File: config.mk
export PLATFORM = sky130hd
export DESIGN_NAME = ssrep_top
export DESIGN_NICKNAME = d
export VERILOG_FILES = /design/src/logic/ssrep_pkg.sv /design/src/logic/ssrep_sync_edge.sv /design/src/logic/ssrep_top.sv
export SDC_FILE = /design/constraint.sdc
export NUM_CORES = 1
export LEC_CHECK = 0
export BUFFER_PORTS_ARGS = -buffer_cell sky130_fd_sc_hd__buf_4
export CORE_UTILIZATION = 38
export DETAILED_ROUTE_END_ITERATION = 12
export GPL_ROUTABILITY_DRIVEN = 1
export PLACE_DENSITY = 0.71
export SETUP_SLACK_MARGIN = 0.2
export SYNTH_ARGS = -nofsm -noshare
export SYNTH_HDL_FRONTEND = slang
export SYNTH_SLANG_ARGS = --single-unit
File: constraint.sdc
create_clock -name clk -period 3 [get_ports clk]
set_input_delay 0.6 -clock clk [delete_from_list [all_inputs] [get_ports clk]]
set_output_delay 0.6 -clock clk [all_outputs]
set_load 0.01 [all_outputs]
File: src/logic/ssrep_pkg.sv
// Constants and carrier types for the switch sideband reset and event pin logic.
// Assumes one clock of 125 MHz and an asynchronous active-low hard reset.
//
// Functional notes
// Low hard reset clears everything asynchronously.
// Board drives hard reset low at power-up.
// Interrupt pin pulled low while interrupt pending.
// Valid link reset request pulls reset pin low.
// Without self-reset, hold until software clears.
// With self-reset, hold until sequence finishes.
// Hard reset releases reset pin until request.
// Each input edge sends one broadcast event.
// Output toggles once per enabled received symbol; the code drops symbols past 63 pending toggles.
// Event pin stable ten cycles around changes.
// Management serial clock at most 100 kHz.
// Reference clock supplied at most 156.25 MHz.
// Reference clock drives serial and fabric logic.
// Register-bus clock counts pin sampling windows.
// Event input two-flop synchronised, then edge-compared.
// Event output level register resets low.
package ssrep_pkg;

    // ****************************************************************
    // Timing
    // ****************************************************************
    localparam int CLK_FREQ_HZ = 125_000_000;
    localparam int MGMT_CLK_MAX_HZ = 100_000;
    // Highest rate means shortest period, so the divider rounds up.
    localparam int MGMT_DIV_CYC = (CLK_FREQ_HZ + MGMT_CLK_MAX_HZ - 1) / MGMT_CLK_MAX_HZ;
    localparam int EVT_STABLE_CYC = 10;
    localparam int NUM_PORTS = 8;
    localparam int PEND_W = 6;

    // ****************************************************************
    // Reset values
    // ****************************************************************
    localparam logic EVT_OUT_RST = 1'b0;

    typedef enum logic [1:0] {
        SSREP_RST_IDLE,
        SSREP_RST_HELD,
        SSREP_RST_SELF
    } ssrep_rst_state_t;

    // Reset request traffic coming from the port logic and software.
    typedef struct packed {
        logic [NUM_PORTS-1:0] req_valid;
        logic self_reset_sel;
        logic sw_clear;
        logic self_reset_done;
    } ssrep_rst_req_t;

    // Multicast event symbols received by the ports.
    typedef struct packed {
        logic [NUM_PORTS-1:0] sym_rx;
        logic [NUM_PORTS-1:0] port_en;
    } ssrep_mcast_rx_t;

endpackage : ssrep_pkg

File: src/logic/ssrep_sync_edge.sv
// Two-flop synchroniser with an edge detector behind it.
// Assumes the input is a level that may change at any time.
`timescale 1ns/100ps
module ssrep_sync_edge
(
    // Clock and reset
    input wire logic clk,
    input wire logic rst_n,
    // Level in, edge out
    input wire logic din,
    output logic level,
    output logic edge_seen
);
    logic meta_reg;
    logic sync_reg;
    logic prev_reg;
    logic edge_reg;
    logic edge_next;

    // The first flop feeds only the second one.
    always_comb
    begin
        edge_next = sync_reg ^ prev_reg;
    end

    always_ff @(posedge clk or negedge rst_n)
    begin
        if (!rst_n)
        begin
            meta_reg <= 1'b0;
            sync_reg <= 1'b0;
            prev_reg <= 1'b0;
            edge_reg <= 1'b0;
        end
        else
        begin
            meta_reg <= din;
            sync_reg <= meta_reg;
            prev_reg <= sync_reg;
            edge_reg <= edge_next;
        end
    end

    assign level = prev_reg;
    assign edge_seen = edge_reg;

endmodule : ssrep_sync_edge

File: src/logic/ssrep_top.sv
// Sideband pins of the packet switch: soft-reset out, interrupt out,
// multicast event pin and the management serial clock rate tick.
// Assumes clk is the register-bus clock and all inputs are synchronous to it,
// except the multicast event pin, which is synchronised here.
`timescale 1ns/100ps
module ssrep_top
    import ssrep_pkg::*;
(
    // Clock and reset
    input wire logic clk,
    input wire logic rst_n,
    // Interrupt
    input wire logic irq_pending,
    output logic int_pin_o,
    output logic int_pin_oe,
    // Link reset request
    input wire ssrep_pkg::ssrep_rst_req_t rst_req,
    output logic link_reset_request_out_o,
    output logic link_reset_request_out_oe,
    output logic link_reset_active,
    // Multicast event pin
    input wire logic mcast_dir_out,
    input wire ssrep_pkg::ssrep_mcast_rx_t mcast_rx,
    input wire logic multicast_event_pin_i,
    output logic multicast_event_pin_o,
    output logic multicast_event_pin_oe,
    output logic mcast_send_all,
    // Management serial clock rate
    output logic mgmt_clk_tick
);
    import ssrep_pkg::*;

    localparam logic [PEND_W-1:0] PEND_MAX = '1;
    localparam logic [3:0] STABLE_CYC = 4'(EVT_STABLE_CYC);
    localparam logic [10:0] MGMT_DIV_LAST = 11'(MGMT_DIV_CYC - 1);

    function automatic logic [PEND_W-1:0] count_ones(input logic [NUM_PORTS-1:0] v);
        logic [PEND_W-1:0] n;
        n = '0;
        for (int i = 0; i < NUM_PORTS; i++)
        begin
            n = n + PEND_W'(v[i]);
        end
        return n;
    endfunction : count_ones

    // ****************************************************************
    // Interrupt pin
    // ****************************************************************
    logic int_oe_reg;
    logic int_oe_next;

    always_comb
    begin
        int_oe_next = irq_pending;
    end

    always_ff @(posedge clk or negedge rst_n)
    begin
        if (!rst_n)
        begin
            int_oe_reg <= 1'b0;
        end
        else
        begin
            int_oe_reg <= int_oe_next;
        end
    end

    // ****************************************************************
    // Soft reset output
    // ****************************************************************
    ssrep_rst_state_t rst_state_reg;
    ssrep_rst_state_t rst_state_next;
    logic rst_oe_reg;
    logic rst_oe_next;
    logic any_req;

    // A new request in the clearing cycle keeps the pin asserted.
    always_comb
    begin
        any_req = |rst_req.req_valid;
        rst_state_next = rst_state_reg;
        unique case (rst_state_reg)
            SSREP_RST_IDLE:
            begin
                if (any_req)
                begin
                    rst_state_next = rst_req.self_reset_sel ? SSREP_RST_SELF : SSREP_RST_HELD;
                end
            end
            SSREP_RST_HELD:
            begin
                if (rst_req.sw_clear && !any_req)
                begin
                    rst_state_next = SSREP_RST_IDLE;
                end
            end
            SSREP_RST_SELF:
            begin
                if (rst_req.self_reset_done && !any_req)
                begin
                    rst_state_next = SSREP_RST_IDLE;
                end
            end
            default:
            begin
                rst_state_next = SSREP_RST_IDLE;
            end
        endcase
        rst_oe_next = (rst_state_next != SSREP_RST_IDLE);
    end

    always_ff @(posedge clk or negedge rst_n)
    begin
        if (!rst_n)
        begin
            rst_state_reg <= SSREP_RST_IDLE;
            rst_oe_reg <= 1'b0;
        end
        else
        begin
            rst_state_reg <= rst_state_next;
            rst_oe_reg <= rst_oe_next;
        end
    end

    // ****************************************************************
    // Multicast event pin
    // ****************************************************************
    logic pin_edge;

    ssrep_sync_edge u_event_sync
    (
        .clk(clk),
        .rst_n(rst_n),
        .din(multicast_event_pin_i),
        .level(),
        .edge_seen(pin_edge)
    );

    logic send_reg;
    logic send_next;
    logic mout_reg;
    logic mout_next;
    logic moe_reg;
    logic moe_next;
    logic [PEND_W-1:0] pend_reg;
    logic [PEND_W-1:0] pend_next;
    logic [3:0] stable_reg;
    logic [3:0] stable_next;
    logic [PEND_W-1:0] arrivals;
    logic do_toggle;

    // Toggles are queued so that bursts of symbols keep the pin stable long
    // enough to be seen; a queue overflow saturates and loses the excess.
    always_comb
    begin
        arrivals = count_ones(mcast_rx.sym_rx & mcast_rx.port_en);
        do_toggle = mcast_dir_out && (pend_reg != '0) && (stable_reg >= STABLE_CYC);
        send_next = !mcast_dir_out && pin_edge;
        moe_next = mcast_dir_out;
        mout_next = do_toggle ? !mout_reg : mout_reg;
        pend_next = pend_reg;
        if (mcast_dir_out)
        begin
            if (PEND_W'(PEND_MAX - pend_reg) < arrivals)
            begin
                pend_next = PEND_MAX;
            end
            else
            begin
                pend_next = pend_reg + arrivals;
            end
            if (do_toggle && pend_next != '0)
            begin
                pend_next = pend_next - PEND_W'(1);
            end
        end
        else
        begin
            pend_next = '0;
        end
        // Stability is counted in both directions, also across a direction change.
        if (do_toggle || (!mcast_dir_out && pin_edge))
        begin
            stable_next = 4'h0;
        end
        else if (stable_reg < STABLE_CYC)
        begin
            stable_next = stable_reg + 4'h1;
        end
        else
        begin
            stable_next = stable_reg;
        end
    end

    always_ff @(posedge clk or negedge rst_n)
    begin
        if (!rst_n)
        begin
            send_reg <= 1'b0;
            mout_reg <= EVT_OUT_RST;
            moe_reg <= 1'b0;
            pend_reg <= '0;
            stable_reg <= 4'h0;
        end
        else
        begin
            send_reg <= send_next;
            mout_reg <= mout_next;
            moe_reg <= moe_next;
            pend_reg <= pend_next;
            stable_reg <= stable_next;
        end
    end

    // ****************************************************************
    // Management serial clock rate tick
    // ****************************************************************
    logic [10:0] div_reg;
    logic [10:0] div_next;
    logic tick_reg;
    logic tick_next;

    always_comb
    begin
        tick_next = (div_reg == MGMT_DIV_LAST);
        div_next = tick_next ? 11'h000 : div_reg + 11'h001;
    end

    always_ff @(posedge clk or negedge rst_n)
    begin
        if (!rst_n)
        begin
            div_reg <= 11'h000;
            tick_reg <= 1'b0;
        end
        else
        begin
            div_reg <= div_next;
            tick_reg <= tick_next;
        end
    end

    // ****************************************************************
    // Outputs, all from flops
    // ****************************************************************
    logic zero_reg;

    always_ff @(posedge clk or negedge rst_n)
    begin
        if (!rst_n)
        begin
            zero_reg <= 1'b0;
        end
        else
        begin
            zero_reg <= 1'b0;
        end
    end

    assign int_pin_o = zero_reg;
    assign int_pin_oe = int_oe_reg;
    assign link_reset_request_out_o = zero_reg;
    assign link_reset_request_out_oe = rst_oe_reg;
    assign link_reset_active = rst_oe_reg;
    assign multicast_event_pin_o = mout_reg;
    assign multicast_event_pin_oe = moe_reg;
    assign mcast_send_all = send_reg;
    assign mgmt_clk_tick = tick_reg;

endmodule : ssrep_top

# == Word-level counts from Yosys, hierarchy flattened ==
# Index checks and enable logic that the tools add are counted.
# word_totals
register_bits,33
inputBits,32
out_inout_bits,9
# op_classes
eq_ne,3
bitwise_logic,2
n_mux,12
addsub,12
order_cmp,3
reduce_logical,16
# op_table
cell,count
6-bit two-way mux,4
6-bit by 1-bit adder with 6-bit output,2
6-bit nonzero test,2
11-bit by 1-bit adder with 11-bit output (second input constant),1
11-bit equality test (second input constant),1
11-bit two-way mux,1
8-bit bitwise AND,1
2-bit two-way mux,4
4-bit two-way mux,2
8-bit OR reduction,1
5-bit by 1-bit adder with 6-bit output,1
6-bit adder,1
1-bit logical AND,6
6-bit < comparator,1
2-bit case mux with 3 select lines,1
6-bit by 1-bit subtractor with 6-bit output (second input constant),1
6-bit subtractor (first input constant),1
4-bit by 1-bit adder with 5-bit output,1
3-bit by 1-bit adder with 4-bit output,1
4-bit by 1-bit adder with 4-bit output (second input constant),1
4-bit greater-or-equal comparator (second input constant),1
4-bit < comparator (second input constant),1
2-bit nonzero test,2
2-bit by 1-bit adder with 3-bit output,1
other kinds (7),9

# == Logic depth before layout (Yosys ltp) ==
# depth
word_depth,15
ltp_mapped,20
mapped_depth_nobuf,20

# == Modules after synthesis ==
# From an unflattened synthesis, not the netlist that was laid out.
# unflattened
cells_unflattened,206
hier_area_um2,2089.5
# by_module_without_submodules
module,area_each_um2,cells_each,instances,seq_area_each_um2
ssrep_top,1980.6,201,1,725.7
ssrep_sync_edge,108.9,5,1,100.1

# == Worst setup path before layout ==
# Ideal clock, no wire load.
# synth_path
path_kind,input-to-reg
from,input mcast_rx[8] in the netlist's numbering
to,register pend_reg[2]
arrival_ns,5.019
setup_slack_ns,-2.161
stages,20
path_cell_list,and2_1 fa_1 inv_1 fa_1 fa_1 inv_1 ha_1 inv_1 fa_1 xnor2_1 inv_1 ha_1 o211ai_1 and2_1 nor2_1 ha_1 nand2b_1 mux2_2 o311ai_1 nand3_1
# synth_via
elab_chain_cells,15
word_cells_on_any_way,17
cone_classes,add/sub: 9; order compare: 1; mux: 4; bitwise: 1; reduce/logical: 2
# synth_rtl
item,line,source
start: declaration,ssrep_top.sv:23,"input wire ssrep_pkg::ssrep_mcast_rx_t mcast_rx,"
8-bit bitwise AND *,ssrep_top.sv:159,arrivals = count_ones(mcast_rx.sym_rx & mcast_rx.port_en);
1-bit by 1-bit adder with 2-bit output *,ssrep_top.sv:42,n = n + PEND_W'(v[i]);
2-bit by 1-bit adder with 3-bit output *,ssrep_top.sv:42,
3-bit by 1-bit adder with 4-bit output *,ssrep_top.sv:42,
4-bit by 1-bit adder with 5-bit output *,ssrep_top.sv:42,
5-bit by 1-bit adder with 6-bit output *,ssrep_top.sv:42,
6-bit by 1-bit adder with 6-bit output * (2 in series),ssrep_top.sv:42,
6-bit adder or 6-bit < comparator (tied branches),"ssrep_top.sv:173, ssrep_top.sv:167",
6-bit two-way mux *,ssrep_top.sv:167,if (PEND_W'(PEND_MAX - pend_reg) < arrivals)
6-bit two-way mux *,ssrep_top.sv:165,if (mcast_dir_out)
branches (longest 2 deep; another with 6-bit by 1-bit subtractor with 6-bit output),n/a,
6-bit two-way mux *,ssrep_top.sv:175,if (do_toggle && pend_next != '0)
6-bit two-way mux *,ssrep_top.sv:165,
net pend_next[2],ssrep_top.sv:149,logic [PEND_W-1:0] pend_next;
end signal: assignment,ssrep_top.sv:214,pend_reg <= pend_next;
end: declaration,ssrep_top.sv:148,logic [PEND_W-1:0] pend_reg;
# Mark *: on every way through the listed nets, which the timed path passes. The select of a mux whose other input is x is not followed.
# A chain may end at the register's enable or synchronous reset.

# == Worst setup path after layout ==
# layout_path
from,input mcast_rx[0] in the netlist's numbering
to,register pend_reg[2]
# Same word-level chain as after synthesis.

==> impl_metrics.py <==
metrics = {
    "status": {
        "outcome": "finished, violations left",
        "violations": "setup timing",
    },
    "synth": {
        "synth_cell_types": 52,
        "synthTopCellsByArea": "dfrtp_1, ha_1, xnor2_1",
        "synth_top_area_share_pct": 39.5,
        "synth_edf_count": 0,
        "synth_area_um2": 2090,
        "synthArstFlopShare_pct": 100,
        "yosysSeqAreaShare_pct": 39.5,
        "yosysWarnings": 0,
        "synth_cells": 209,
        "synth_seq_cells": 33,
        "syn_area_per_cell_um2": 10.0,
        "synth_top_flop_cell": "dfrtp_1",
        "synth_top_cell_by_area": "dfrtp_1",
    },
    "die": {
        "die_area_um2": 5800,
        "placementRows": 26,
        "start_util_pct": 40.2,
        "die_x_um": 76.2,
        "io_pins": 41,
        "die_h_um": 76.2,
        "coreArea_um2": 5200,
    },
    "global_routing": {
        "first_global_vias": 1685,
        "grt_pass1_wl_um": 7400,
        "antenna_found_initial": 0,
        "grt_max_degree": 34,
        "grt_usage_pct": 16.2,
        "overflow": 0,
    },
    "final_layout": {
        "largest_register_ffs": 11,
        "fin_nets": 330,
        "fin_cells": 348,
        "syn_to_final_growth_pct": 40.0,
        "fillers": 465,
        "layout_common_cells": "buf_4, dfrtp_1, nand2_1, inv_1",
        "antenna-diode-count": 0,
        "finish.utilization_pct": 56.2,
        "layout_commonest_cell": "buf_4",
        "drive_gt1_share_pct": 38.5,
    },
    "placed_design": {
        "numPortBuffers": 38,
        "dpl.cell_count": 334,
        "dpl.hpwl_um": 3300,
        "gp_congestion": 0.804,
    },
    "drt": {
        "drtIter0Drc": 62,
        "dr.pass1.iters": 4,
        "routed-via-count": 1725,
        "wl_um": 4420,
        "drcViolationCount": 0,
        "antenna_left": 0,
        "vias_per_cell": 4.96,
        "avgRoutedWirePerCell_um": 12.7,
    },
    "sta": {
        "final.setup_skew_ps": 9.37,
        "finalCriticalPeriod_ps": 4650,
        "fin_crit_sh_pct": 155,
        "clock.fmax_mhz": 215,
        "timing.hold.ws_ps": 235,
        "hold_violations": 0,
        "layout_setup_ws_ps": -1650,
        "setup_violations": 6,
        "finalMaxSlewViolations": 0,
        "rsz0062_at_grt": "true",
    },
    "clock_network": {
        "htree_num_levels": 2,
        "cts_tree": "built",
        "cts_buffer_depth": 2,
        "cts_hold_buf": 0,
        "numCtsBuffers": 5,
        "path_clk_slew_ps": 70,
        "cts_sinks": 33,
        "clkLatencyLatePin_ps": 290,
        "cts_root_buf": "clkbuf_8",
    },
    "setup_path": {
        "path_cells": "buf_6, and2_4, fa_1, inv_1, fa_1, fa_1, inv_1, ha_2, inv_2, fa_2, xnor2_2, inv_2, ha_4, o211ai_1, a21o_1, inv_2, ha_4, nand2b_1, mux2_4, o311ai_4, nand3_1",
        "critPathMaxStageDelay_ps": 520,
        "startpoint_type": "input pin",
        "reg2reg_setup_slack_ps": 510,
        "worstPathRequired_ps": 3170,
        "worstPathArrival_ps": 4820,
        "cp_slowest_cell": "fa_1",
        "reg2reg_from": "pend_reg[1]",
        "endpoint_kind": "register",
        "worst-setup-path-type": "in2reg",
        "cp-startpoint": "mcast_rx[0]",
        "crit_fanout": 5,
    },
    "power_and_ir_drop": {
        "p_per_area_nw_per_um2": 694,
        "p_leak_nw": 1.39,
        "ir_drop_mv": 0.352,
    },
    "hold_path": {
        "hold_path.class": "in2async",
    },
    "run": {
        "cap_viol_max_count": 0,
    },
}
worst max-delay path, delay by kind of cell:
family          cells  cell delay, ps
mux                 1             300
compound gates      3             650
xor+xnor            1             190
buf+inv             6             380
fa+ha+maj           7            2390
simple gates        3             310
cell type report:
cell class,count,area [um^2],share of cell area (%)
clock buffers,7,96.3,3.29
multi-input cells,153,1350,46.0
flip-flops and latches,33,826,28.2
inverters,19,71.3,2.44
well taps,70,87.6,2.99
repair buffers,65,495,16.9
clock inverters,1,5.00,0.171
cell usage after synthesis (2+ instances only):
library cell and n:
dfrtp_1 33, inv_1 19, nand2_1 17, ha_1 16, nor2_1 13, xnor2_1 13
nand3_1 10, a21oi_1 8, and2_1 6, a21o_1 5, fa_1 5, nand2b_1 5
xor2_1 5, and3_1 4, nor3_1 4, buf_4 3, a211oi_1 2, a211oi_2 2
a311oi_1 2, nor2b_1 2, nor4_1 2, o211ai_1 2, o21ai_0 2
cell families (layout without fill, tap and decap cells):
logic type	Yosys count	count (layout)	share of synthesized area (%)
AOI/OAI and AO/OA	41	41	15.9
xor gates and xnor gates	18	18	7.54
adders and majority gates	21	21	14.4
buffers and inverters	24	92	4.91
DFF	33	33	39.5
muxes	2	2	1.02
other	1	2	0.179
and+or+nand+nor	69	69	16.6
per-stage QoR:
step / setup TNS [ps] / power (mW) / setup WS, ps / instance area, um^2
floorplan: -11020 / 1.24 / -1900 / 2190
global placement: -12370 / 1.54 / -2100 / 2690
detailed placement: -12560 / 1.57 / -2130 / 2690
CTS: -9430 / 2.03 / -1640 / 2910
global route: -10430 / 2.18 / -1800 / 2930
finish: -9540 / 2.03 / -1650 / 2930
final timing paths:
path	endpoint	cells past startpoint
max in group asynchronous	div_reg[0]	1
min	div_reg[9]	1
max	pend_reg[2]	21
max reg2reg	pend_reg[2]	11
min in group clk	u_event_sync.sync_reg	0
min reg2reg	u_event_sync.sync_reg	0
power by group:
part | total (mW) | internal (mW) | switching [mW] | leakage, nW
Clock | 0.368 | 0.207 | 0.161 | 0.0542
Combinational | 1.08 | 0.553 | 0.525 | 0.928
Sequential | 0.586 | 0.506 | 0.0802 | 0.411
what timing repair did:
item	CTS	global route
buffers inserted	5	1
endpoints found under the setup margin	6	6
resized for setup	16	2
pin swaps	15	10
routing by layer:
metal	wire (um)	global-route usage [%]	part of all wire (%)	vias up
met5	0	0	0	-
met4	59	5.58	1.3	0
met3	149	4.07	3.4	6
met2	2250	28.5	51	31
met1	1960	19.2	44	827
li1	-	-	-	861
No activity file was read; power rests on OpenSTA's default activity.
